## config.mk

```make
export PLATFORM = sky130hd
export DESIGN_NAME = pbc_device_flat
export DESIGN_NICKNAME = d
export VERILOG_FILES = /design/src/inc/pbc_pkg.sv /design/src/inc/pbc_link_if.sv /design/src/pbc_device.sv /design/src/pbc_sync.sv /design/src/flat_wrapper.sv
export SDC_FILE = /design/constraint.sdc
export NUM_CORES = 1
export LEC_CHECK = 0
export BUFFER_PORTS_ARGS = -buffer_cell sky130_fd_sc_hd__buf_2
export CORE_MARGIN = 5
export CORE_UTILIZATION = 48
export CTS_BUF_LIST = sky130_fd_sc_hd__clkbuf_4
export CTS_CLUSTER_DIAMETER = 150
export DETAILED_ROUTE_END_ITERATION = 8
export PLACE_DENSITY = 0.72
export SYNTH_ARGS = -nofsm -noshare
export SYNTH_HDL_FRONTEND = slang
export SYNTH_SLANG_ARGS = --single-unit
```

## constraint.sdc

```tcl
create_clock -name clock -period 1.7 [get_ports clock]
set_input_delay 0.34 -clock clock [delete_from_list [all_inputs] [get_ports clock]]
set_output_delay 0.34 -clock clock [all_outputs]
set_load 0.005 [all_outputs]
```

## src/inc/pbc_pkg.sv

```systemverilog
package pbc_pkg;
  // Device register indices on the link
  localparam logic [1:0] PBC_IDX_CONTROL = 2'h0;
  localparam logic [1:0] PBC_IDX_BANDWIDTH = 2'h1;
  localparam logic [1:0] PBC_IDX_PROGRAM = 2'h2;
  // Control register fields
  localparam int PBC_CTL_IRQ_EN = 7;
  localparam int PBC_CTL_FLAG = 6;
  localparam int PBC_CTL_POWER = 5;
  localparam int PBC_CTL_SELECT = 4;
  localparam logic [3:0] PBC_CTL_LOW_BITS = 4'hF;
  // Bandwidth register fields
  localparam int PBC_BW_AUTO = 7;
  localparam int PBC_BW_LOCK = 6;
  localparam int PBC_BW_ACQ = 5;
  localparam int PBC_BW_XLD = 4;
  localparam logic [3:0] PBC_BW_TEST_BITS = 4'h0;
  // Programming register fields: N high nibble, L low nibble
  localparam int PBC_PRG_N_LSB = 4;
  localparam int PBC_PRG_L_LSB = 0;
  localparam logic [7:0] PBC_PRG_RESET = 8'h66;
  // Source switch hold: edges of each clock to wait
  localparam logic [1:0] PBC_SWITCH_EDGES = 2'h3;
  // Host AHB-Lite map
  localparam logic [7:0] PBC_AHB_CMD = 8'h00;
  localparam logic [7:0] PBC_AHB_STATUS = 8'h04;
  localparam int PBC_CMD_INDEX_LSB = 8;
  localparam int PBC_CMD_WRITE = 10;
  localparam int PBC_STS_BUSY = 8;
  localparam logic [1:0] PBC_HTRANS_NONSEQ = 2'h2;

  typedef enum {PBC_SW_RUN, PBC_SW_HOLD} pbc_switch_t;
  typedef enum {PBC_H_IDLE, PBC_H_POWER, PBC_H_MAIN, PBC_H_READ} pbc_host_t;
endpackage

```

## src/inc/pbc_link_if.sv

```systemverilog
interface pbc_link_if (
  input wire logic clock,
  input wire logic rst
);
  logic [1:0] reg_addr;
  logic reg_wr;
  logic reg_rd;
  logic [7:0] reg_wdata;
  logic [7:0] reg_rdata;
  logic reg_rvalid;

  modport device (
    input clock, rst, reg_addr, reg_wr, reg_rd, reg_wdata,
    output reg_rdata, reg_rvalid
  );
  modport host (
    input clock, rst, reg_rdata, reg_rvalid,
    output reg_addr, reg_wr, reg_rd, reg_wdata
  );
endinterface

```

## src/pbc_device.sv

```systemverilog
// Behaviour
// - Multiplier zero behaves as multiplier one
// - Range zero disables PLL, forces crystal
// - Program register: N high, L low
// - Source change holds output three edges each, crystal only with PLL off
// - Selected source divided by two
// - Select refused while power off
// - Power clear refused while select set
// - Power on, then select, separate writes
// - Oscillator enable gates crystal and PLL
// - Lock toggle sets flag; enable gates interrupt
// - Manual mode: enable, flag read zero
// - Control register read clears flag
// - Reset powers PLL; reset, stop clear select
// - Select one VCO, zero crystal
// - Low control bits read ones
// - Auto bandwidth bit read/write, reset clear
// - Lock reads state in auto, else zero
// - Acq bit: status auto, control manual
// - Manual acq value kept during auto
// - Write one, wait, read crystal loss
// - Loss detect only with VCO selected
// - Software writes zero test bits
//
// The AHB-Lite register port and the register offsets were decided locally.
module pbc_device
  import pbc_pkg::*;
(
  pbc_link_if.device link,
  input wire logic crystal_clock,
  input wire logic vco_clock,
  input wire logic vco_locked,
  input wire logic vco_tracking,
  input wire logic osc_enable,
  input wire logic stop_mode,
  output logic base_clock_out,
  output logic lock_interrupt,
  output logic crystal_osc_enable,
  output logic pll_enable,
  output logic [3:0] multiplier_n,
  output logic [3:0] range_l,
  output logic bandwidth_auto,
  output logic acq_track
);
  logic clock;
  logic rst;
  logic [3:0] pins;
  logic xtal_s;
  logic vco_s;
  logic lock_s;
  logic track_s;
  logic xtal_prev;
  logic vco_prev;
  logic lock_prev;
  logic xtal_rise;
  logic vco_rise;
  logic lock_toggle;
  logic lock_irq_enable;
  logic lock_change_flag;
  logic pll_power;
  logic base_clock_select;
  logic auto_bw;
  logic acq_shadow;
  logic crystal_loss;
  logic [7:0] program_bits;
  logic range_zero;
  logic wr_ctl;
  logic wr_bw;
  logic wr_prg;
  logic rd_ctl;
  logic [7:0] next_rdata;
  pbc_switch_t sw_state;
  logic source_vco;
  logic [1:0] xtal_edges;
  logic [1:0] vco_edges;

  assign clock = link.clock;
  assign rst = link.rst;

  // Clocks and analog status come from other domains
  pbc_sync #(.WIDTH(4)) pin_sync (
    .clock(clock),
    .rst(rst),
    .din({crystal_clock, vco_clock, vco_locked, vco_tracking}),
    .dout(pins)
  );
  assign xtal_s = pins[3] & osc_enable;
  assign vco_s = pins[2] & pll_enable;
  assign lock_s = pins[1] & auto_bw;
  assign track_s = pins[0];

  // Edge history of the synchronised inputs
  always_ff @(posedge clock) begin
    if (rst) begin
      xtal_prev <= 1'b0;
      vco_prev <= 1'b0;
      lock_prev <= 1'b0;
    end else begin
      xtal_prev <= xtal_s;
      vco_prev <= vco_s;
      lock_prev <= lock_s;
    end
  end
  assign xtal_rise = xtal_s & ~xtal_prev;
  assign vco_rise = vco_s & ~vco_prev;
  assign lock_toggle = lock_s ^ lock_prev;

  assign wr_ctl = link.reg_wr && link.reg_addr == PBC_IDX_CONTROL;
  assign wr_bw = link.reg_wr && link.reg_addr == PBC_IDX_BANDWIDTH;
  assign wr_prg = link.reg_wr && link.reg_addr == PBC_IDX_PROGRAM;
  assign rd_ctl = link.reg_rd && link.reg_addr == PBC_IDX_CONTROL;
  assign range_zero = program_bits[PBC_PRG_L_LSB +: 4] == 4'h0;

  // Power bit; cannot drop while VCO is selected
  always_ff @(posedge clock) begin
    if (rst) begin
      pll_power <= 1'b1;
    end else if (wr_ctl) begin
      pll_power <= link.reg_wdata[PBC_CTL_POWER] | base_clock_select;
    end
  end

  // Select needs the PLL already on and a nonzero range
  always_ff @(posedge clock) begin
    if (rst) begin
      base_clock_select <= 1'b0;
    end else if (stop_mode || range_zero) begin
      base_clock_select <= 1'b0;
    end else if (wr_ctl) begin
      // Old power value: power and select cannot rise together
      base_clock_select <= link.reg_wdata[PBC_CTL_SELECT] & pll_power;
    end
  end

  // Interrupt enable, writable only in automatic mode
  always_ff @(posedge clock) begin
    if (rst) begin
      lock_irq_enable <= 1'b0;
    end else if (!auto_bw) begin
      lock_irq_enable <= 1'b0;
    end else if (wr_ctl) begin
      lock_irq_enable <= link.reg_wdata[PBC_CTL_IRQ_EN];
    end
  end

  // Flag: a toggle in the read cycle wins over the clear
  always_ff @(posedge clock) begin
    if (rst) begin
      lock_change_flag <= 1'b0;
    end else if (!auto_bw) begin
      lock_change_flag <= 1'b0;
    end else if (lock_toggle) begin
      lock_change_flag <= 1'b1;
    end else if (rd_ctl) begin
      lock_change_flag <= 1'b0;
    end
  end

  // Bandwidth mode and manual acquisition shadow
  always_ff @(posedge clock) begin
    if (rst) begin
      auto_bw <= 1'b0;
      acq_shadow <= 1'b0;
    end else if (wr_bw) begin
      auto_bw <= link.reg_wdata[PBC_BW_AUTO];
      if (!auto_bw) begin
        acq_shadow <= link.reg_wdata[PBC_BW_ACQ];
      end
    end
  end

  // Loss detect: software arms, a crystal rising edge disarms
  always_ff @(posedge clock) begin
    if (rst || !base_clock_select) begin
      crystal_loss <= 1'b0;
    end else if (wr_bw && link.reg_wdata[PBC_BW_XLD]) begin
      crystal_loss <= 1'b1;
    end else if (xtal_rise) begin
      crystal_loss <= 1'b0;
    end
  end

  // Programming nibbles locked while the PLL power bit is set
  always_ff @(posedge clock) begin
    if (rst) begin
      program_bits <= PBC_PRG_RESET;
    end else if (wr_prg && !pll_power) begin
      program_bits <= link.reg_wdata;
    end
  end

  // Registered read data, valid the cycle after the strobe
  always_comb begin
    next_rdata = 8'h00;
    if (link.reg_addr == PBC_IDX_CONTROL) begin
      next_rdata = {lock_irq_enable, lock_change_flag, pll_power,
                    base_clock_select, PBC_CTL_LOW_BITS};
    end else if (link.reg_addr == PBC_IDX_BANDWIDTH) begin
      next_rdata = {auto_bw, lock_s, acq_track,
                    crystal_loss, PBC_BW_TEST_BITS};
    end else if (link.reg_addr == PBC_IDX_PROGRAM) begin
      next_rdata = program_bits;
    end
  end

  always_ff @(posedge clock) begin
    if (rst) begin
      link.reg_rdata <= 8'h00;
      link.reg_rvalid <= 1'b0;
    end else begin
      link.reg_rvalid <= link.reg_rd;
      if (link.reg_rd) begin
        link.reg_rdata <= next_rdata;
      end
    end
  end

  // Source switch: hold output until both clocks show edges, or the crystal alone if the PLL is off
  always_ff @(posedge clock) begin
    if (rst) begin
      sw_state <= PBC_SW_RUN;
      source_vco <= 1'b0;
      xtal_edges <= 2'h0;
      vco_edges <= 2'h0;
    end else begin
      case (sw_state)
        PBC_SW_RUN: begin
          xtal_edges <= 2'h0;
          vco_edges <= 2'h0;
          if (base_clock_select != source_vco) begin
            sw_state <= PBC_SW_HOLD;
          end
        end
        PBC_SW_HOLD: begin
          if (xtal_rise && xtal_edges != PBC_SWITCH_EDGES) begin
            xtal_edges <= xtal_edges + 2'h1;
          end
          if (vco_rise && vco_edges != PBC_SWITCH_EDGES) begin
            vco_edges <= vco_edges + 2'h1;
          end
          // Leaving the VCO needs no VCO edges if it has stopped
          if (xtal_edges == PBC_SWITCH_EDGES &&
              (vco_edges == PBC_SWITCH_EDGES || !pll_enable)) begin
            source_vco <= base_clock_select;
            sw_state <= PBC_SW_RUN;
          end
        end
        default: sw_state <= PBC_SW_RUN;
      endcase
    end
  end

  // Toggle per selected rising edge gives 50% duty
  // Sampling at the system clock limits sources to a fraction of it
  always_ff @(posedge clock) begin
    if (rst || stop_mode) begin
      base_clock_out <= 1'b0;
    end else if (sw_state == PBC_SW_RUN &&
                 (source_vco ? vco_rise : xtal_rise)) begin
      base_clock_out <= ~base_clock_out;
    end
  end

  assign lock_interrupt = lock_change_flag & lock_irq_enable
                          & ~stop_mode;
  assign crystal_osc_enable = osc_enable & ~stop_mode;
  assign pll_enable = pll_power & osc_enable & ~range_zero
                      & ~stop_mode;
  assign multiplier_n = (program_bits[PBC_PRG_N_LSB +: 4] == 4'h0) ?
                        4'h1 : program_bits[PBC_PRG_N_LSB +: 4];
  assign range_l = program_bits[PBC_PRG_L_LSB +: 4];
  assign bandwidth_auto = auto_bw;
  assign acq_track = auto_bw ? track_s : acq_shadow;
endmodule

```

## src/pbc_sync.sv

```systemverilog
module pbc_sync #(
  parameter int WIDTH = 1
) (
  input wire logic clock,
  input wire logic rst,
  input wire logic [WIDTH-1:0] din,
  output logic [WIDTH-1:0] dout
);
  logic [WIDTH-1:0] stage1;
  logic [WIDTH-1:0] stage2;
  logic [WIDTH-1:0] stage3;

  initial begin
    if (WIDTH < 1) $error("pbc_sync needs WIDTH of at least 1");
  end

  // Three stages; first stage feeds only the second
  always_ff @(posedge clock) begin
    if (rst) begin
      stage1 <= '0;
      stage2 <= '0;
      stage3 <= '0;
    end else begin
      stage1 <= din;
      stage2 <= stage1;
      stage3 <= stage2;
    end
  end

  // Accept a bit only when the second and third stages agree
  always_ff @(posedge clock) begin
    if (rst) begin
      dout <= '0;
    end else begin
      for (int i = 0; i < WIDTH; i++) begin
        if (stage2[i] == stage3[i]) begin
          dout[i] <= stage3[i];
        end
      end
    end
  end
endmodule

```

## src/flat_wrapper.sv

```systemverilog
// flat-port wrapper written by rule: the top's interface ports become plain ports
module pbc_device_flat import pbc_pkg::*;
  (crystal_clock, vco_clock, vco_locked, vco_tracking, osc_enable, stop_mode, base_clock_out, lock_interrupt, crystal_osc_enable, pll_enable, multiplier_n, range_l, bandwidth_auto, acq_track, clock, rst, link_reg_addr, link_reg_wr, link_reg_rd, link_reg_wdata, link_reg_rdata, link_reg_rvalid);
  pbc_link_if link_i (.clock(clock), .rst(rst));
  input wire logic crystal_clock;
  input wire logic vco_clock;
  input wire logic vco_locked;
  input wire logic vco_tracking;
  input wire logic osc_enable;
  input wire logic stop_mode;
  output logic base_clock_out;
  output logic lock_interrupt;
  output logic crystal_osc_enable;
  output logic pll_enable;
  output logic [3:0] multiplier_n;
  output logic [3:0] range_l;
  output logic bandwidth_auto;
  output logic acq_track;
  input wire logic clock;
  input wire logic rst;
  input wire logic [$bits(link_i.reg_addr)-1:0] link_reg_addr;
  input wire logic [$bits(link_i.reg_wr)-1:0] link_reg_wr;
  input wire logic [$bits(link_i.reg_rd)-1:0] link_reg_rd;
  input wire logic [$bits(link_i.reg_wdata)-1:0] link_reg_wdata;
  output wire logic [$bits(link_i.reg_rdata)-1:0] link_reg_rdata;
  output wire logic [$bits(link_i.reg_rvalid)-1:0] link_reg_rvalid;
  assign link_i.reg_addr = link_reg_addr;
  assign link_i.reg_wr = link_reg_wr;
  assign link_i.reg_rd = link_reg_rd;
  assign link_i.reg_wdata = link_reg_wdata;
  assign link_reg_rdata = link_i.reg_rdata;
  assign link_reg_rvalid = link_i.reg_rvalid;
  pbc_device u_core (.link(link_i), .crystal_clock(crystal_clock), .vco_clock(vco_clock), .vco_locked(vco_locked), .vco_tracking(vco_tracking), .osc_enable(osc_enable), .stop_mode(stop_mode), .base_clock_out(base_clock_out), .lock_interrupt(lock_interrupt), .crystal_osc_enable(crystal_osc_enable), .pll_enable(pll_enable), .multiplier_n(multiplier_n), .range_l(range_l), .bandwidth_auto(bandwidth_auto), .acq_track(acq_track));
endmodule
```

# ---- After elaboration in Yosys (flattened, before gate mapping)
# Index checks and enable logic that the tools add are counted.
dict set report word_totals {
  ff_bits 81
  in_bits 20
  output_inout_bits 23
  wordCells 112
}
dict set report op_classes {
  addsub 2
  n_eq_ne 16
  mux 17
  n_bitwise 20
  reduce_logical 32
}
# op n
set ops {}
lappend ops {{32-bit zero test} 2}
lappend ops {{32-bit two-way mux} 2}
lappend ops {{32-bit case mux with 2 select lines} 1}
lappend ops {{32-bit by 1-bit == test with 1-bit output, second input constant} 1}
lappend ops {{8-bit two-way mux} 3}
lappend ops {{1-bit AND} 12}
lappend ops {{1-bit logical AND} 10}
lappend ops {{2-bit AND reduction} 5}
lappend ops {{4-bit zero test} 2}
lappend ops {{2-bit by 1-bit != test with 1-bit output, second input constant} 4}
lappend ops {{2-bit case mux with 2 select lines} 2}
lappend ops {{2-bit == test, second input constant} 3}
lappend ops {{1-bit two-way mux} 6}
lappend ops {{1-bit NOT} 6}
lappend ops {{2-bit nonzero test} 3}
lappend ops {{2-bit by 1-bit adder with 2-bit output, second input constant} 2}
lappend ops {{1-bit == test} 4}
lappend ops {{1-bit logical OR} 4}
lappend ops {{2-bit two-way mux} 2}
lappend ops {{4-bit two-way mux} 1}
lappend ops {{2-bit != test, second input constant} 2}
lappend ops {{2-bit OR reduction} 2}
lappend ops {{1-bit zero test} 3}
lappend ops {{2-bit by 1-bit == test with 1-bit output, second input constant} 1}
lappend ops {{other kinds (4)} 4}

# ---- Depth between registers and ports, before layout
# Gate-level depths: netlist (run 1).
dict set report depth {
  word_depth 9
  depth_mapped 5
  ltp_nobuf 5
}

# ---- Cells and area by module
# Synthesis (run 1) repeated with hierarchy kept, for this count alone.
dict set report unflattened {
  hier_cells 224
  hier_area_um2 2080.7
}
# mod n_inst cells_per_inst area_each_um2 seq_area_each_um2
set modules_own_cells {}
lappend modules_own_cells {pbc_device 1 183 1594.0 680.7}
lappend modules_own_cells {pbc_sync 1 41 486.7 320.3}

# ---- Worst setup path before layout (run 1)
# OpenSTA, ideal clock, no wires.
dict set report synth_timing {
  kind {reg-to-reg}
  start {register u_core.program_bits[0]}
  end {register u_core.source_vco}
  setup_time_ps 124
  arrival_time_ps 1314
  setup_slack_ps 262
  stages_incl_launch_ff 5
  n_path_buf 0
  period_less_slack_ps 1438
  cell_sequence {dfxtp_1 or4_4 a41oi_2 mux2i_1 nor2_1}
}
dict set report synth_between {
  elab_chain_cells 8
}
# item line_no
set synth_rtl {}
lappend synth_rtl {{start, declared} pbc_device.sv:65} ;# logic [7:0] program_bits;
lappend synth_rtl {{start signal, assigned} pbc_device.sv:188} ;# program_bits <= link.reg_wdata;
lappend synth_rtl {{4-bit zero test} pbc_device.sv:112} ;# assign range_zero = program_bits[PBC_PRG_L_LSB +: 4] == 4'h0;
lappend synth_rtl {{1-bit NOT} pbc_device.sv:267} ;# assign pll_enable = pll_power & osc_enable & ~range_zero
lappend synth_rtl {{1-bit AND} pbc_device.sv:267}
lappend synth_rtl {{1-bit AND} pbc_device.sv:268} ;# & ~stop_mode;
lappend synth_rtl {{1-bit zero test} pbc_device.sv:243} ;# (vco_edges == PBC_SWITCH_EDGES || !pll_enable)) begin
lappend synth_rtl {{1-bit logical OR} pbc_device.sv:243}
lappend synth_rtl {{1-bit logical AND} pbc_device.sv:242} ;# if (xtal_edges == PBC_SWITCH_EDGES &&
lappend synth_rtl {{2-bit AND reduction (no source line)} --}
lappend synth_rtl {{end signal, assigned} pbc_device.sv:244} ;# source_vco <= base_clock_select;
lappend synth_rtl {{end, declared} pbc_device.sv:73} ;# logic source_vco;
# No other way between the ends.
# A chain may end at the register's enable or synchronous reset.

# ---- Worst setup path after layout (run 1)
dict set report layout_timing {
  start {register u_core.program_bits[2]}
  end {output pll_enable}
}
dict set report layout_between {
  elab_chain_cells 4
}
# item line_no
set layout_rtl {}
lappend layout_rtl {{4-bit zero test} pbc_device.sv:112}
lappend layout_rtl {{1-bit NOT} pbc_device.sv:267}
lappend layout_rtl {{1-bit AND} pbc_device.sv:267}
lappend layout_rtl {{1-bit AND} pbc_device.sv:268}
lappend layout_rtl {{end, declared} flat_wrapper.sv:14} ;# output logic pll_enable;
# No other way between the ends.

==> results of run 1 <==
-- synth_stat cells, drive strengths merged (2+ instances only) --
library cell | count | area, um^2
buf | 6 | 40.0
nor3b | 2 | 15.0
nor2 | 29 | 109
clkbuf | 9 | 33.8
mux2i | 16 | 160
o211ai | 4 | 30.0
ha | 2 | 25.0
o21ai | 7 | 35.0
dfxtp | 50 | 1000
and3 | 6 | 45.0
nor2b | 14 | 87.6
o211a | 2 | 20.0
nand3 | 4 | 20.0
inv | 6 | 22.5
nor3 | 4 | 25.0
xor2 | 3 | 26.3
nand2 | 19 | 71.3
a211oi | 2 | 15.0
a21oi | 16 | 80.1
nand3b | 2 | 15.0
-- layout by cell type, fill, tap and decap left out, drive strengths merged, types with 6 or more instances in the layout --
cell type / n
a21oi: 16
and3: 6
buf: 51
clkbuf: 6
dfxtp: 50
inv: 6
mux2i: 16
nand2: 19
nor2: 29
nor2b: 14
o21ai: 7
-- final timing paths --
path	cells after the start	to	slack (ns)
setup / recovery	3	pll_enable	-0.18
hold / removal	2	u_core.pin_sync.stage1[3]$_SDFF_PP0_	0.17
setup reg to reg	5	u_core.source_vco$_SDFFE_PP0P_	0.07
hold reg to reg	1	u_core.pin_sync.stage2[1]$_SDFF_PP0_	0.46
-- state kept, by name, indices dropped and copies added (netlist names) --
signal	count
u_core.link.reg_rvalid	1
u_core.bandwidth_auto	1
u_core.pin_sync.stage2	4
u_core.lock_irq_enable	1
u_core.xtal_prev	1
u_core.lock_change_flag	1
u_core.link.reg_rdata	8
u_core.lock_prev	1
u_core.xtal_edges	2
u_core.base_clock_select	1
u_core.vco_prev	1
u_core.pin_sync.stage1	4
u_core.sw_state	1
u_core.pin_sync.stage3	4
u_core.program_bits	8
u_core.source_vco	1
u_core.crystal_loss	1
u_core.acq_shadow	1
u_core.base_clock_out	1
u_core.pin_sync.dout	4
u_core.vco_edges	2
u_core.pll_power	1
-- worst reg2reg max path, stage by stage (launching register included) --
cell	delay (ns)
dfxtp_2	0.35
or4_4	0.54
buf_4	0.17
a41oi_2	0.21
mux2i_1	0.23
nor2_1	0.05
-- timing repair --
item,in CTS,in global routing
endpoints found under the setup margin,1,2
resized for setup,3,1
cloned,0,0
buffers inserted,2,1
pin swaps,1,1
-- layer usage --
metal | GRT usage (%) | vias to the layer above | share of wire [%]
li1 | - | 804 | -
met1 | 21.6 | 704 | 48
met2 | 24.7 | 30 | 45
met3 | 5.81 | 6 | 5.2
met4 | 6.52 | 0 | 1.6
met5 | 0 | - | 0
-- kinds of logic after synthesis --
kind of cell,Yosys count
simple gates,87
flops,50
compound gates,33
buf+inv,22
mux,17
xor+xnor,4
fa+ha+maj,2
-- area by class of cell --
class / instances / area share (%)
Inverter: 6 / 0.959
Clock buffer: 6 / 1.92
Timing Repair Buffer: 51 / 12.1
Sequential cell: 50 / 42.8
Clock inverter: 2 / 1.60
Tap cell: 50 / 2.67
Multi-Input combinational cell: 143 / 38.0
-- power by group through the flow --
stage	Clock (mW)	Combinational [mW]	Sequential, mW
6_report	0.703	0.144	1.21
3_3_place_gp	0	0.140	1.24
4_1_cts	0.714	0.145	1.21
5_1_grt	0.791	0.161	1.22
3_5_place_dp	0	0.141	1.24
2_1_floorplan	0	0.0767	1.24
-- stage by stage --
step | area, um^2 | power, mW
5_1_grt | 2350 | 2.17
3_5_place_dp | 2230 | 1.38
4_1_cts | 2340 | 2.07
2_1_floorplan | 1990 | 1.32
3_3_place_gp | 2230 | 1.38
6_report | 2350 | 2.06
==> results by group, run 1 <==
Outcome
  – Result of the run: finished with violations
  – Failing checks: setup timing

Final layout
  – Multi-input combinational cell area: 892 um^2
  – Share of final-layout standard cells stronger than drive strength 1: a little over a quarter
  – Filler Cell Count: between 300 and 400
  – Number of nets at the end of the flow: around 280
  – Share of the core filled with cells: between 50 and 60%
  – Area growth from synthesis to layout: 17.7%
  – Total area of sequential cells: 0.00100 mm^2
  – Final Non-Filler Cells: 308
  – # diodes: 0

Place
  – Final weighted congestion of routability-driven global placement: between 0.8 and 0.9
  – Place WS: around 0.14 ns
  – Quantity of I/O buffers inserted on ports: 42
  – Detailed Place HPWL: 2.88 mm
  – Cells after DPL: 297

Drt
  – Wire length reported by the detailed router: between 4 and 5 mm
  – Router iterations before antenna repair: 4
  – Post-route DRC violation count: 0
  – Vias: between 1500 and 2000
  – DRT iter0 DRCs: 99
  – Routed length per placed instance: roughly 13 um
  – Detailed-route vias per instance: ~5.0
  – Antenna Nets Post-Route: 0

Yosys
  – Xor and xnor fraction of the mapped netlist area: 1.76%
  – Combinational family with the most area after synthesis: simple AND/OR/NAND/NOR gates
  – Multiplexer area fraction after synthesis: between 8 and 9%
  – Avg Cell Area, Syn: 9.28 um^2
  – Register bit total from synthesis: 50
  – Synth async-reset ratio: 0%
  – Post-synthesis compound-gate area fraction: approximately a tenth
  – Cell area after synthesis: between 0.0015 and 0.002 mm^2
  – Post-synth net total: roughly 240
  – Count of flip-flops with a built-in enable after synthesis: 0
  – Synthesized-area fraction occupied by and/or/nand/nor cells: a little under a quarter
  – Adder and majority gate portion of the synthesized area: between 1 and 1.5%
  – Most common flop cell mapped by yosys: dfxtp_1
  – Gate count after technology mapping: 215
  – Post-synthesis sequential area ratio: 50.2%
  – Warnings, synthesis: 0
  – Synth unique cells: 36

Worst setup path
  – Largest fanout on the critical path: 2
  – CP Buf/Inv Count: 1
  – Data required time at the worst endpoint: 1.36 ns
  – Launching element type of the critical path: flip-flop
  – Source of the worst register-to-register timing path: u_core.program_bits[2]$_SDFFE_PP1P_
  – Category of the critical setup timing path: flip-flop to primary output
  – Launching instance or port of the critical path: u_core.program_bits[2]$_SDFFE_PP1P_
  – Critical Path, Cell by Cell: or4_4, and3_4, buf_6
  – Arr. time, crit path: approximately 1.5 ns
  – Slowest stage delay, CP: ~0.54 ns
  – Kind of cell with the highest combined delay on the critical path: simple AND/OR/NAND/NOR gates
  – Worst-path cell with the longest stage delay: or4_4
  – Crit path capture type: primary output

Timing
  – Final period util: 111%
  – RSZ-0062 raised after global routing: yes
  – Final Hold Fails: 0
  – Max-slew violation count: 0
  – Final worst hold slack: 0.173 ns
  – Fin worst setup slack: -0.183 ns
  – Setup skew after layout: 0.0160 ns
  – Count of endpoints failing setup in the final report: 1
  – Fin Setup TNS: -0.183 ns
  – Normalized max-slew margin: between 60% and 70%
  – Tmin final: between 1.5 and 2 ns
  – Worst Tran Pin Value: 0.462 ns
  – Highest clock rate: 531 MHz

Power
  – Switching part of the total: between 20% and 30%
  – Power density of the placed cells: 877 mW/mm^2
  – Internal power: roughly 1.6 mW
  – Static Leakage: 1.05 nW
  – Clock network fraction of total power: 34.1%
  – Maximum VDD drop: 0.000588 V
  – Power share of the sequential group: between 50% and 60%
  – Fraction of power consumed by combinational cells: under 10%
  – Switching power: about 0.47 mW

Die
  – Placeable Area: 0.00403 mm^2
  – Cell row count: 23
  – X dimension of the die: between 70 and 80 um
  – Starting density of the core: between 40% and 50%
  – Die area: 0.00554 mm^2
  – Ports: 43
  – Chip height: 74.5 um

Clocking
  – Cts-stage hold buffer count: 0
  – Clock Pin Slew Worst Setup and Hold Paths: roughly 0.13 ns
  – Clock latency reported for the late side of the worst-skew pair: between 0.3 and 0.4 ns
  – Clock Sinks: 50
  – TritonCTS clock tree: done
  – Max Root-Sink Buffers: 2
  – H-tree depth: 2
  – Clock buffers created by TritonCTS: 5
  – Library cell used as clock root buffer: clkbuf_4

Global route
  – Overall track demand over capacity in global routing: about 16%
  – Via count of the first global-routing pass: about 1500
  – Initial antenna violation count: 0
  – Largest net degree at the start of global routing: 33
  – Remaining global-route overflow: 0
  – Global-route wire length before repair: 6.76 mm

Hold path
  – Hold path startpoint: crystal_clock
  – Hold WC Path Type: primary input to flip-flop

Flow run
  – Max-cap viol count: 0
(Power assumes the default switching activity.)
==> inputs of run 2 (changes only) <==
--- a/config.mk
+++ b/config.mk
@@ -7,11 +7,12 @@
 export LEC_CHECK = 0
 export BUFFER_PORTS_ARGS = -buffer_cell sky130_fd_sc_hd__buf_2
 export CORE_MARGIN = 5
-export CORE_UTILIZATION = 48
+export CORE_UTILIZATION = 50
 export CTS_BUF_LIST = sky130_fd_sc_hd__clkbuf_4
 export CTS_CLUSTER_DIAMETER = 150
 export DETAILED_ROUTE_END_ITERATION = 8
-export PLACE_DENSITY = 0.72
+export PLACE_DENSITY = 0.74
 export SYNTH_ARGS = -nofsm -noshare
 export SYNTH_HDL_FRONTEND = slang
+export SYNTH_HIERARCHICAL = 1
 export SYNTH_SLANG_ARGS = --single-unit
==> run 2 against run 1 <==
Against the previous run: the flow still finishes with violations (setup timing); first-iteration DRC count increased by 6.1%; register-to-register slack improved by 0.27 ns; hold slack improved by 0.0037 ns; critical path type unchanged; power decreased by 1.6%; largest power group unchanged; combinational power increased by 5%; wire length increased by 0.39%; clock skew decreased by 0.0095 ns; non-clock buffer count decreased by 5; setup slack improved by 0.18 ns; clock power decreased by 6.0%.
==> results by group, run 2 <==
Final layout
  – Registers with the most flip-flops: u_core/link.reg_rdata (8), u_core/program_bits (8) (was u_core.link.reg_rdata (8), u_core.program_bits (8))
  – Total area of sequential cells: 0.00100 mm^2 (about the same)
  – # diodes: 0 (unchanged)
  – Multi-input combinational cell area: 972 um^2 (was 892 um^2)
  – Share of the core filled with cells: 59.1% (was 58.3%)
  – Filler Cell Count: 368 (was 396)
  – Share of final-layout standard cells stronger than drive strength 1: 29.3% (was 26.7%)
  – Most frequent cells in the layout: dfxtp_1 (47), buf_2 (42), nand2_1 (27), nor2_1 (24), a21oi_1 (21) (was dfxtp_1 (48), buf_2 (41), nor2_1 (29), nand2_1 (19))
  – Area growth from synthesis to layout: 14.4% (was 17.7%)
  – Final Non-Filler Cells: 313 (was 308)
  – Number of nets at the end of the flow: 284 (was 279)
  – Leading cell type in the layout, fill and taps excluded: dfxtp_1 (unchanged)

Timing
  – Final period util: 100% (was 111%)
  – RSZ-0062 raised after global routing: yes (unchanged)
  – Fin Setup TNS: -0.00242 ns (was -0.183 ns)
  – Highest clock rate: 587 MHz (was 531 MHz)
  – Max-slew violation count: 0 (unchanged)
  – Count of endpoints failing setup in the final report: 1 (unchanged)
  – Final Hold Fails: 0 (unchanged)
  – Tmin final: 1.70 ns (was 1.88 ns)
  – Worst Tran Pin Value: 0.671 ns (was 0.462 ns)
  – Fin worst setup slack: -0.00242 ns (was -0.183 ns)
  – Normalized max-slew margin: 55.2% (was 69.2%)
  – Setup skew after layout: 0.00642 ns (was 0.0160 ns)

Global route
  – Met2 Track Usage GR: 27.8% (was 24.7%)
  – Via count of the first global-routing pass: 1491 (was 1451)
  – Overall track demand over capacity in global routing: 16.4% (about the same)
  – Fraction of met1 tracks used by global routing: 20.0% (was 21.6%)
  – Global route hottest layer: met2 (unchanged)
  – Global-route wire length before repair: 6.89 mm (was 6.76 mm)
  – Initial antenna violation count: 0 (unchanged)
  – Remaining global-route overflow: 0 (unchanged)
  – Largest net degree at the start of global routing: 40 (was 33)
  – Met3 usage in global routing: 5.68% (was 5.81%)

Yosys
  – Register bit total from synthesis: 50 (unchanged)
  – Count of flip-flops with a built-in enable after synthesis: 0 (unchanged)
  – Post-synthesis sequential area ratio: 48.1% (was 50.2%)
  – Most common library cells after synthesis: dfxtp_1 (50), nand2_1 (27), nor2_1 (24) (was dfxtp_1 (50), nor2_1 (29), nand2_1 (19))
  – Biggest area contributors in the synthesized netlist: dfxtp_1 (48%), a21oi_1 (5.1%), nand2_1 (4.9%) (was dfxtp_1 (50%), mux2i_1 (8.0%), nor2_1 (5.5%))
  – Post-synth net total: 246 (was 237)
  – Cell area after synthesis: 0.00208 mm^2 (was 0.00199 mm^2)
  – Synth top area share: 48.1% (was 50.2%)
  – Avg Cell Area, Syn: 9.29 um^2 (was 9.28 um^2)
  – Synth area leader: dfxtp_1 (unchanged)
  – Gate count after technology mapping: 224 (was 215)
  – Most common flop cell mapped by yosys: dfxtp_1 (unchanged)
  – Synth unique cells: 39 (was 36)
  – Synth async-reset ratio: 0% (unchanged)
  – Warnings, synthesis: 6 (was 0)
  – Most frequently used cell type in the post-synthesis netlist: dfxtp_1 (unchanged)

Place
  – Detailed Place HPWL: 3.08 mm (was 2.88 mm)
  – Quantity of I/O buffers inserted on ports: 42 (unchanged)
  – Cells after DPL: 305 (was 297)
  – Final weighted congestion of routability-driven global placement: 0.809 (was 0.813)

Drt
  – Post-route DRC violation count: 0 (unchanged)
  – Antenna Nets Post-Route: 0 (unchanged)
  – Router iterations before antenna repair: 5 (was 4)
  – Detailed-route vias per instance: 5.14 (was 5.01)
  – Routed length per placed instance: 13.0 um (was 13.2 um)
  – Vias: 1610 (was 1544)
  – Wire length reported by the detailed router: 4.07 mm (was 4.06 mm)
  – DRT iter0 DRCs: 105 (was 99)

Hold path
  – Hold WC Path Type: primary input to flip-flop (unchanged)
  – Instance count along the most critical hold path: 2 (unchanged)

Worst setup path
  – Number of cell instances on the worst register-to-register path: 5 (unchanged)
  – Category of the critical setup timing path: flip-flop to primary output (unchanged)
  – Largest fanout on the critical path: 4 (was 2)
  – Data required time at the worst endpoint: 1.36 ns (about the same)
  – Crit path capture type: primary output (unchanged)
  – Launching element type of the critical path: flip-flop (unchanged)
  – Worst-path cell with the longest stage delay: dfxtp_2 (was or4_4)
  – Slowest stage delay, CP: 0.38 ns (was 0.54 ns)
  – Arr. time, crit path: 1.36 ns (was 1.54 ns)
  – Critical Path, Cell by Cell: nor4_4, or2_4, inv_1, buf_2 (was or4_4, and3_4, buf_6)

Die
  – Cell row count: 23 (unchanged)
  – Ports: 43 (unchanged)
  – Chip height: 74.5 um (about the same)
  – Starting density of the core: 51.6% (was 49.5%)
  – Placeable Area: 0.00403 mm^2 (unchanged)
  – Die area: 0.00555 mm^2 (was 0.00554 mm^2)
  – X dimension of the die: 74.5 um (about the same)

Clocking
  – Post-CTS repair timing setup buffer count: 0 (was 2)
  – Clock Pin Slew Worst Setup and Hold Paths: 0.13 ns (about the same)
  – H-tree depth: 2 (unchanged)
  – Cts-stage hold buffer count: 0 (unchanged)
  – TritonCTS clock tree: done (unchanged)
  – Clock latency reported for the late side of the worst-skew pair: 0.36 ns (was 0.38 ns)
  – Clock Sinks: 50 (unchanged)
  – Clock buffers created by TritonCTS: 5 (unchanged)
  – Library cell used as clock root buffer: clkbuf_4 (unchanged)
  – Max Root-Sink Buffers: 2 (unchanged)

Power
  – Power density of the placed cells: 852 mW/mm^2 (was 877 mW/mm^2)
  – Power consumption: 2.03 mW (was 2.06 mW)
  – Maximum VDD drop: 0.000528 V (was 0.000588 V)
  – Static Leakage: 1.01 nW (was 1.05 nW)

Outcome
  – Result of the run: finished with violations (unchanged)
  – Failing checks: setup timing (unchanged)

Flow run
  – Max-cap viol count: 0 (unchanged)
## run 2: cells by family after synthesis
| kind of cell | share of synthesized area, % |
|---|---|
| xor gates and xnor gates | 1.68 |
| DFF | 48.1 |
| buffers and inverters | 5.29 |
| adders and majority gates | 1.20 |
| and+or+nand+nor | 27.4 |
| muxes | 5.05 |
| AOI/OAI and AO/OA | 11.2 |
## run 2: layer usage
layer	share of wire, %	vias up
li1	-	828
met4	0.69	0
met5	0	-
met3	6.8	5
met2	50	43
met1	43	734
## run 2: timing repair
action,CTS,global route
gates resized for setup,2,2
setup endpoints to repair,1,1
pin swaps,1,2
## run 2: final timing paths
check / start / endpoint / slack (ns)
worst min-delay path: link_reg_wdata[2] / u_core/program_bits[2]$_SDFFE_PP1P_ / 0.18
worst max register to register: u_core/program_bits[0]$_SDFFE_PP0P_ / u_core/vco_edges[0]$_SDFFE_PP0P_ / 0.34
worst max-delay path: u_core/program_bits[3]$_SDFFE_PP0P_ / pll_enable / -0.002
worst min register to register: u_core/pin_sync/stage1[1]$_SDFF_PP0_ / u_core/pin_sync/stage2[1]$_SDFF_PP0_ / 0.45
## run 2: layout make-up
cell class / instances / area share (%)
clock buffers: 5 / 1.58
clock inverters: 3 / 1.68
inverters: 6 / 0.946
multi-input cells: 153 / 40.9
flip-flops and latches: 50 / 42.2
well taps: 50 / 2.63
repair buffers: 46 / 10.1
## run 2: worst max-delay path, delay by kind of cell (launching register included)
kind	cells	cell delay (ns)
flops	1	0.38
simple gates	2	0.49
buf+inv	2	0.14
## run 2: per-stage QoR
step / instance area [um^2] / hold slack, ns / setup WS (ns)
5_1_grt: 2380 / 0.139 / -0.119
3_5_place_dp: 2300 / 0.428 / 0.178
2_1_floorplan: 2080 / 0.411 / 0.412
6_report: 2380 / 0.177 / -0.00242
3_3_place_gp: 2300 / 0.418 / 0.199
4_1_cts: 2380 / 0.160 / -0.0536
## run 2: report_power, final
part	switching (mW)	leakage, nW	internal [mW]
combinational	0.0783	0.563	0.0729
sequential	0.0144	0.407	1.20
clock	0.356	0.0450	0.305
==> inputs of run 3 (changes only) <==
--- a/config.mk
+++ b/config.mk
@@ -11,7 +11,8 @@
 export CTS_BUF_LIST = sky130_fd_sc_hd__clkbuf_4
 export CTS_CLUSTER_DIAMETER = 150
 export DETAILED_ROUTE_END_ITERATION = 8
-export PLACE_DENSITY = 0.74
+export PLACE_DENSITY = 0.77
+export SLEW_MARGIN = 20
 export SYNTH_ARGS = -nofsm -noshare
 export SYNTH_HDL_FRONTEND = slang
 export SYNTH_HIERARCHICAL = 1
==> constraint.sdc (replaced) <==
create_clock -name clock -period 1.5 [get_ports clock]
set_input_delay 0.3 -clock clock [delete_from_list [all_inputs] [get_ports clock]]
set_output_delay 0.3 -clock clock [all_outputs]
set_load 0.005 [all_outputs]
==> run 3 against run 2 <==
Against the previous run: the flow still finishes with violations (setup timing); flip-flop and latch count did not move; non-clock buffer count increased by 7; first-iteration DRC count is 4.8% higher; power up 14%; design area rose by 3.8%; die area did not move; wire length is 0.76% higher; critical path depth stayed put; critical endpoint unchanged.
==> results by group, run 3 (synthesis results as in run 2) <==
Die
  – Cell row count: 23 (unchanged)
  – Ports: 43 (unchanged)
  – Die area: 0.00555 mm^2 (unchanged)
  – Starting density of the core: 51.6% (unchanged)
  – X dimension of the die: 74.5 um (unchanged)
  – Placeable Area: 0.00403 mm^2 (unchanged)
  – Chip height: 74.5 um (unchanged)

Drt
  – Antenna Nets Post-Route: 0 (unchanged)
  – DRT iter0 DRCs: 110 (was 105)
  – Router iterations before antenna repair: 4 (was 5)
  – Vias: 1636 (was 1610)
  – Detailed-route vias per instance: 5.11 (was 5.14)
  – Wire length reported by the detailed router: 4.11 mm (was 4.07 mm)
  – Routed length per placed instance: 12.8 um (was 13.0 um)
  – Post-route DRC violation count: 0 (unchanged)

Worst setup path
  – Critical path depth: 4 (unchanged)
  – Kind of cell with the highest combined delay on the critical path: simple AND/OR/NAND/NOR gates (unchanged)
  – Worst-path cell with the longest stage delay: dfxtp_4 (was dfxtp_2)
  – Crit path capture type: primary output (unchanged)
  – Launching element type of the critical path: flip-flop (unchanged)
  – Number of cell instances on the worst register-to-register path: 5 (unchanged)
  – Slowest stage delay, CP: 0.39 ns (was 0.38 ns)
  – Largest fanout on the critical path: 4 (unchanged)
  – CP Buf/Inv Count: 2 (unchanged)
  – Data required time at the worst endpoint: 1.20 ns (was 1.36 ns)
  – Critical Path, Cell by Cell: nor4_4, or2_4, inv_2, buf_6 (was nor4_4, or2_4, inv_1, buf_2)
  – Category of the critical setup timing path: flip-flop to primary output (unchanged)
  – Internal reg-to-reg setup slack: 0.08 ns (was 0.34 ns)
  – Arr. time, crit path: 1.39 ns (was 1.36 ns)

Clocking
  – Clock buffers created by TritonCTS: 5 (unchanged)
  – Max Root-Sink Buffers: 2 (unchanged)
  – H-tree depth: 2 (unchanged)
  – Library cell used as clock root buffer: clkbuf_4 (unchanged)
  – TritonCTS clock tree: done (unchanged)
  – Clock Sinks: 50 (unchanged)
  – Clock Pin Slew Worst Setup and Hold Paths: 0.13 ns (about the same)
  – Clock latency reported for the late side of the worst-skew pair: 0.36 ns (about the same)

Final layout
  – Number of nets at the end of the flow: 291 (was 284)
  – Area growth from synthesis to layout: 18.8% (was 14.4%)
  – Leading cell type in the layout, fill and taps excluded: dfxtp_1 (unchanged)
  – Most frequent cells in the layout: dfxtp_1 (43), buf_2 (40), nand2_1 (27), nor2_1 (24), a21oi_1 (21) (was dfxtp_1 (47), buf_2 (42), nand2_1 (27), nor2_1 (24), a21oi_1 (21))
  – Filler Cell Count: 373 (was 368)
  – Final Non-Filler Cells: 320 (was 313)
  – Share of final-layout standard cells stronger than drive strength 1: 33.7% (was 29.3%)
  – # diodes: 0 (unchanged)
  – Registers with the most flip-flops: u_core/link.reg_rdata (8), u_core/program_bits (8) (unchanged)

Global route
  – Met2 Track Usage GR: 27.5% (was 27.8%)
  – Via count of the first global-routing pass: 1551 (was 1491)
  – Met3 usage in global routing: 4.59% (was 5.68%)
  – Fraction of met1 tracks used by global routing: 18.3% (was 20.0%)
  – Global route hottest layer: met2 (unchanged)
  – Global-route wire length before repair: 6.71 mm (was 6.89 mm)
  – Largest net degree at the start of global routing: 33 (was 40)
  – Initial antenna violation count: 0 (unchanged)
  – Overall track demand over capacity in global routing: 15.9% (was 16.4%)
  – Remaining global-route overflow: 0 (unchanged)

Timing
  – Count of endpoints failing setup in the final report: 1 (unchanged)
  – Fin worst setup slack: -0.185 ns (was -0.00242 ns)
  – Highest clock rate: ~600 MHz
  – Setup skew after layout: 0.00510 ns (was 0.00642 ns)
  – Final Hold Fails: 0 (unchanged)
  – Max-slew violation count: 0 (unchanged)
  – RSZ-0062 raised after global routing: yes (unchanged)
  – Tmin final: approximately 1.7 ns
  – Worst Tran Pin Value: 0.568 ns (was 0.671 ns)
  – Fin Setup TNS: -0.185 ns (was -0.00242 ns)
  – Final period util: 112%
  – Normalized max-slew margin: 62.1% (was 55.2%)

Outcome
  – Failing checks: setup timing (unchanged)
  – Result of the run: finished with violations (unchanged)

Power
  – Power consumption: 2.31 mW (was 2.03 mW)
  – Clock network fraction of total power: 32.4% (was 32.6%)
  – Static Leakage: 1.05 nW (was 1.01 nW)
  – Maximum VDD drop: 0.000474 V (was 0.000528 V)
  – Power density of the placed cells: 934 mW/mm^2 (was 852 mW/mm^2)
  – Fraction of power consumed by combinational cells: 8.0% (was 7.5%)
  – Switching part of the total: 22.2% (was 22.1%)
  – Power share of the sequential group: 59.5% (was 59.9%)
  – Switching power: 0.512 mW (was 0.449 mW)
  – Internal power: 1.80 mW (was 1.58 mW)

Place
  – Quantity of I/O buffers inserted on ports: 42 (unchanged)
  – Place WS: 0.0928 ns (was 0.178 ns)
  – Detailed Place HPWL: 3.01 mm (was 3.08 mm)
  – Final weighted congestion of routability-driven global placement: 0.839 (was 0.809)
  – Cells after DPL: 309 (was 305)

Flow run
  – Max-cap viol count: 0 (unchanged)

Hold path
  – Instance count along the most critical hold path: 2 (unchanged)
  – Hold WC Path Type: primary input to flip-flop (unchanged)
## run 3: cell count changes in the layout (fill, tap and decap cells not counted), sizes merged
| cell | change |
|---|---|
| buf | +7 |
## run 3: final timing paths
path | start | endpoint
max | u_core/program_bits[3]$_SDFFE_PP0P_ | pll_enable
min | link_reg_wdata[1] | u_core/program_bits[1]$_SDFFE_PP1P_
max reg2reg | u_core/program_bits[3]$_SDFFE_PP0P_ | u_core/source_vco$_SDFFE_PP0P_
min reg2reg | u_core/pin_sync/stage1[1]$_SDFF_PP0_ | u_core/pin_sync/stage2[1]$_SDFF_PP0_
## run 3: worst reg2reg max path: cells and delay by family, from the launching register on
family	cells	cell delay, ns
flip-flops	1	0.39
AND/OR/NAND/NOR	1	0.32
buffers and inverters	2	0.30
AO/OA/AOI/OAI	1	0.19
multiplexers	1	0.16
## run 3: what timing repair did
item,CTS,global route
hold buffers,0,0
endpoints found under the setup margin,3,3
gates resized for setup,6,9
pin swaps,1,3
setup buffers,1,2
## run 3: cell type report
class / count / area, um^2 / area share, %
repair buffers: 53 / 305 / 12.4
flip-flops and latches: 50 / 1010 / 41.0
clock inverters: 3 / 40.0 / 1.62
multi-input cells: 153 / 991 / 40.1
well taps: 50 / 62.6 / 2.53
inverters: 6 / 22.5 / 0.911
clock buffers: 5 / 37.5 / 1.52
## run 3: layer usage
layer | wire length (um) | part of all wire, % | vias to the layer above
li1 | - | - | 842
met1 | 1770 | 43 | 747
met2 | 2010 | 49 | 41
met3 | 239 | 5.8 | 6
met4 | 79 | 1.9 | 0
met5 | 0 | 0 | -
## run 3: through the flow
| step | instance area (um^2) | hold WS [ns] | utilization (%) |
|---|---|---|---|
| final | 2470 | 0.138 | 61.3 |
| after CTS | 2420 | 0.117 | 60.0 |
| after global routing | 2470 | 0.0990 | 61.3 |
| after global placement | 2330 | 0.417 | 57.7 |
| after detailed placement | 2330 | 0.435 | 57.7 |
| after floorplan | 2080 | 0.371 | - |
## run 3: power by group through the flow
stage | sequential, mW | clock [mW] | combinational [mW]
floorplan | 1.40 | 0 | 0.101
global placement | 1.40 | 0 | 0.178
detailed placement | 1.41 | 0 | 0.181
CTS | 1.38 | 0.787 | 0.182
global route | 1.38 | 0.847 | 0.209
finish | 1.37 | 0.748 | 0.186
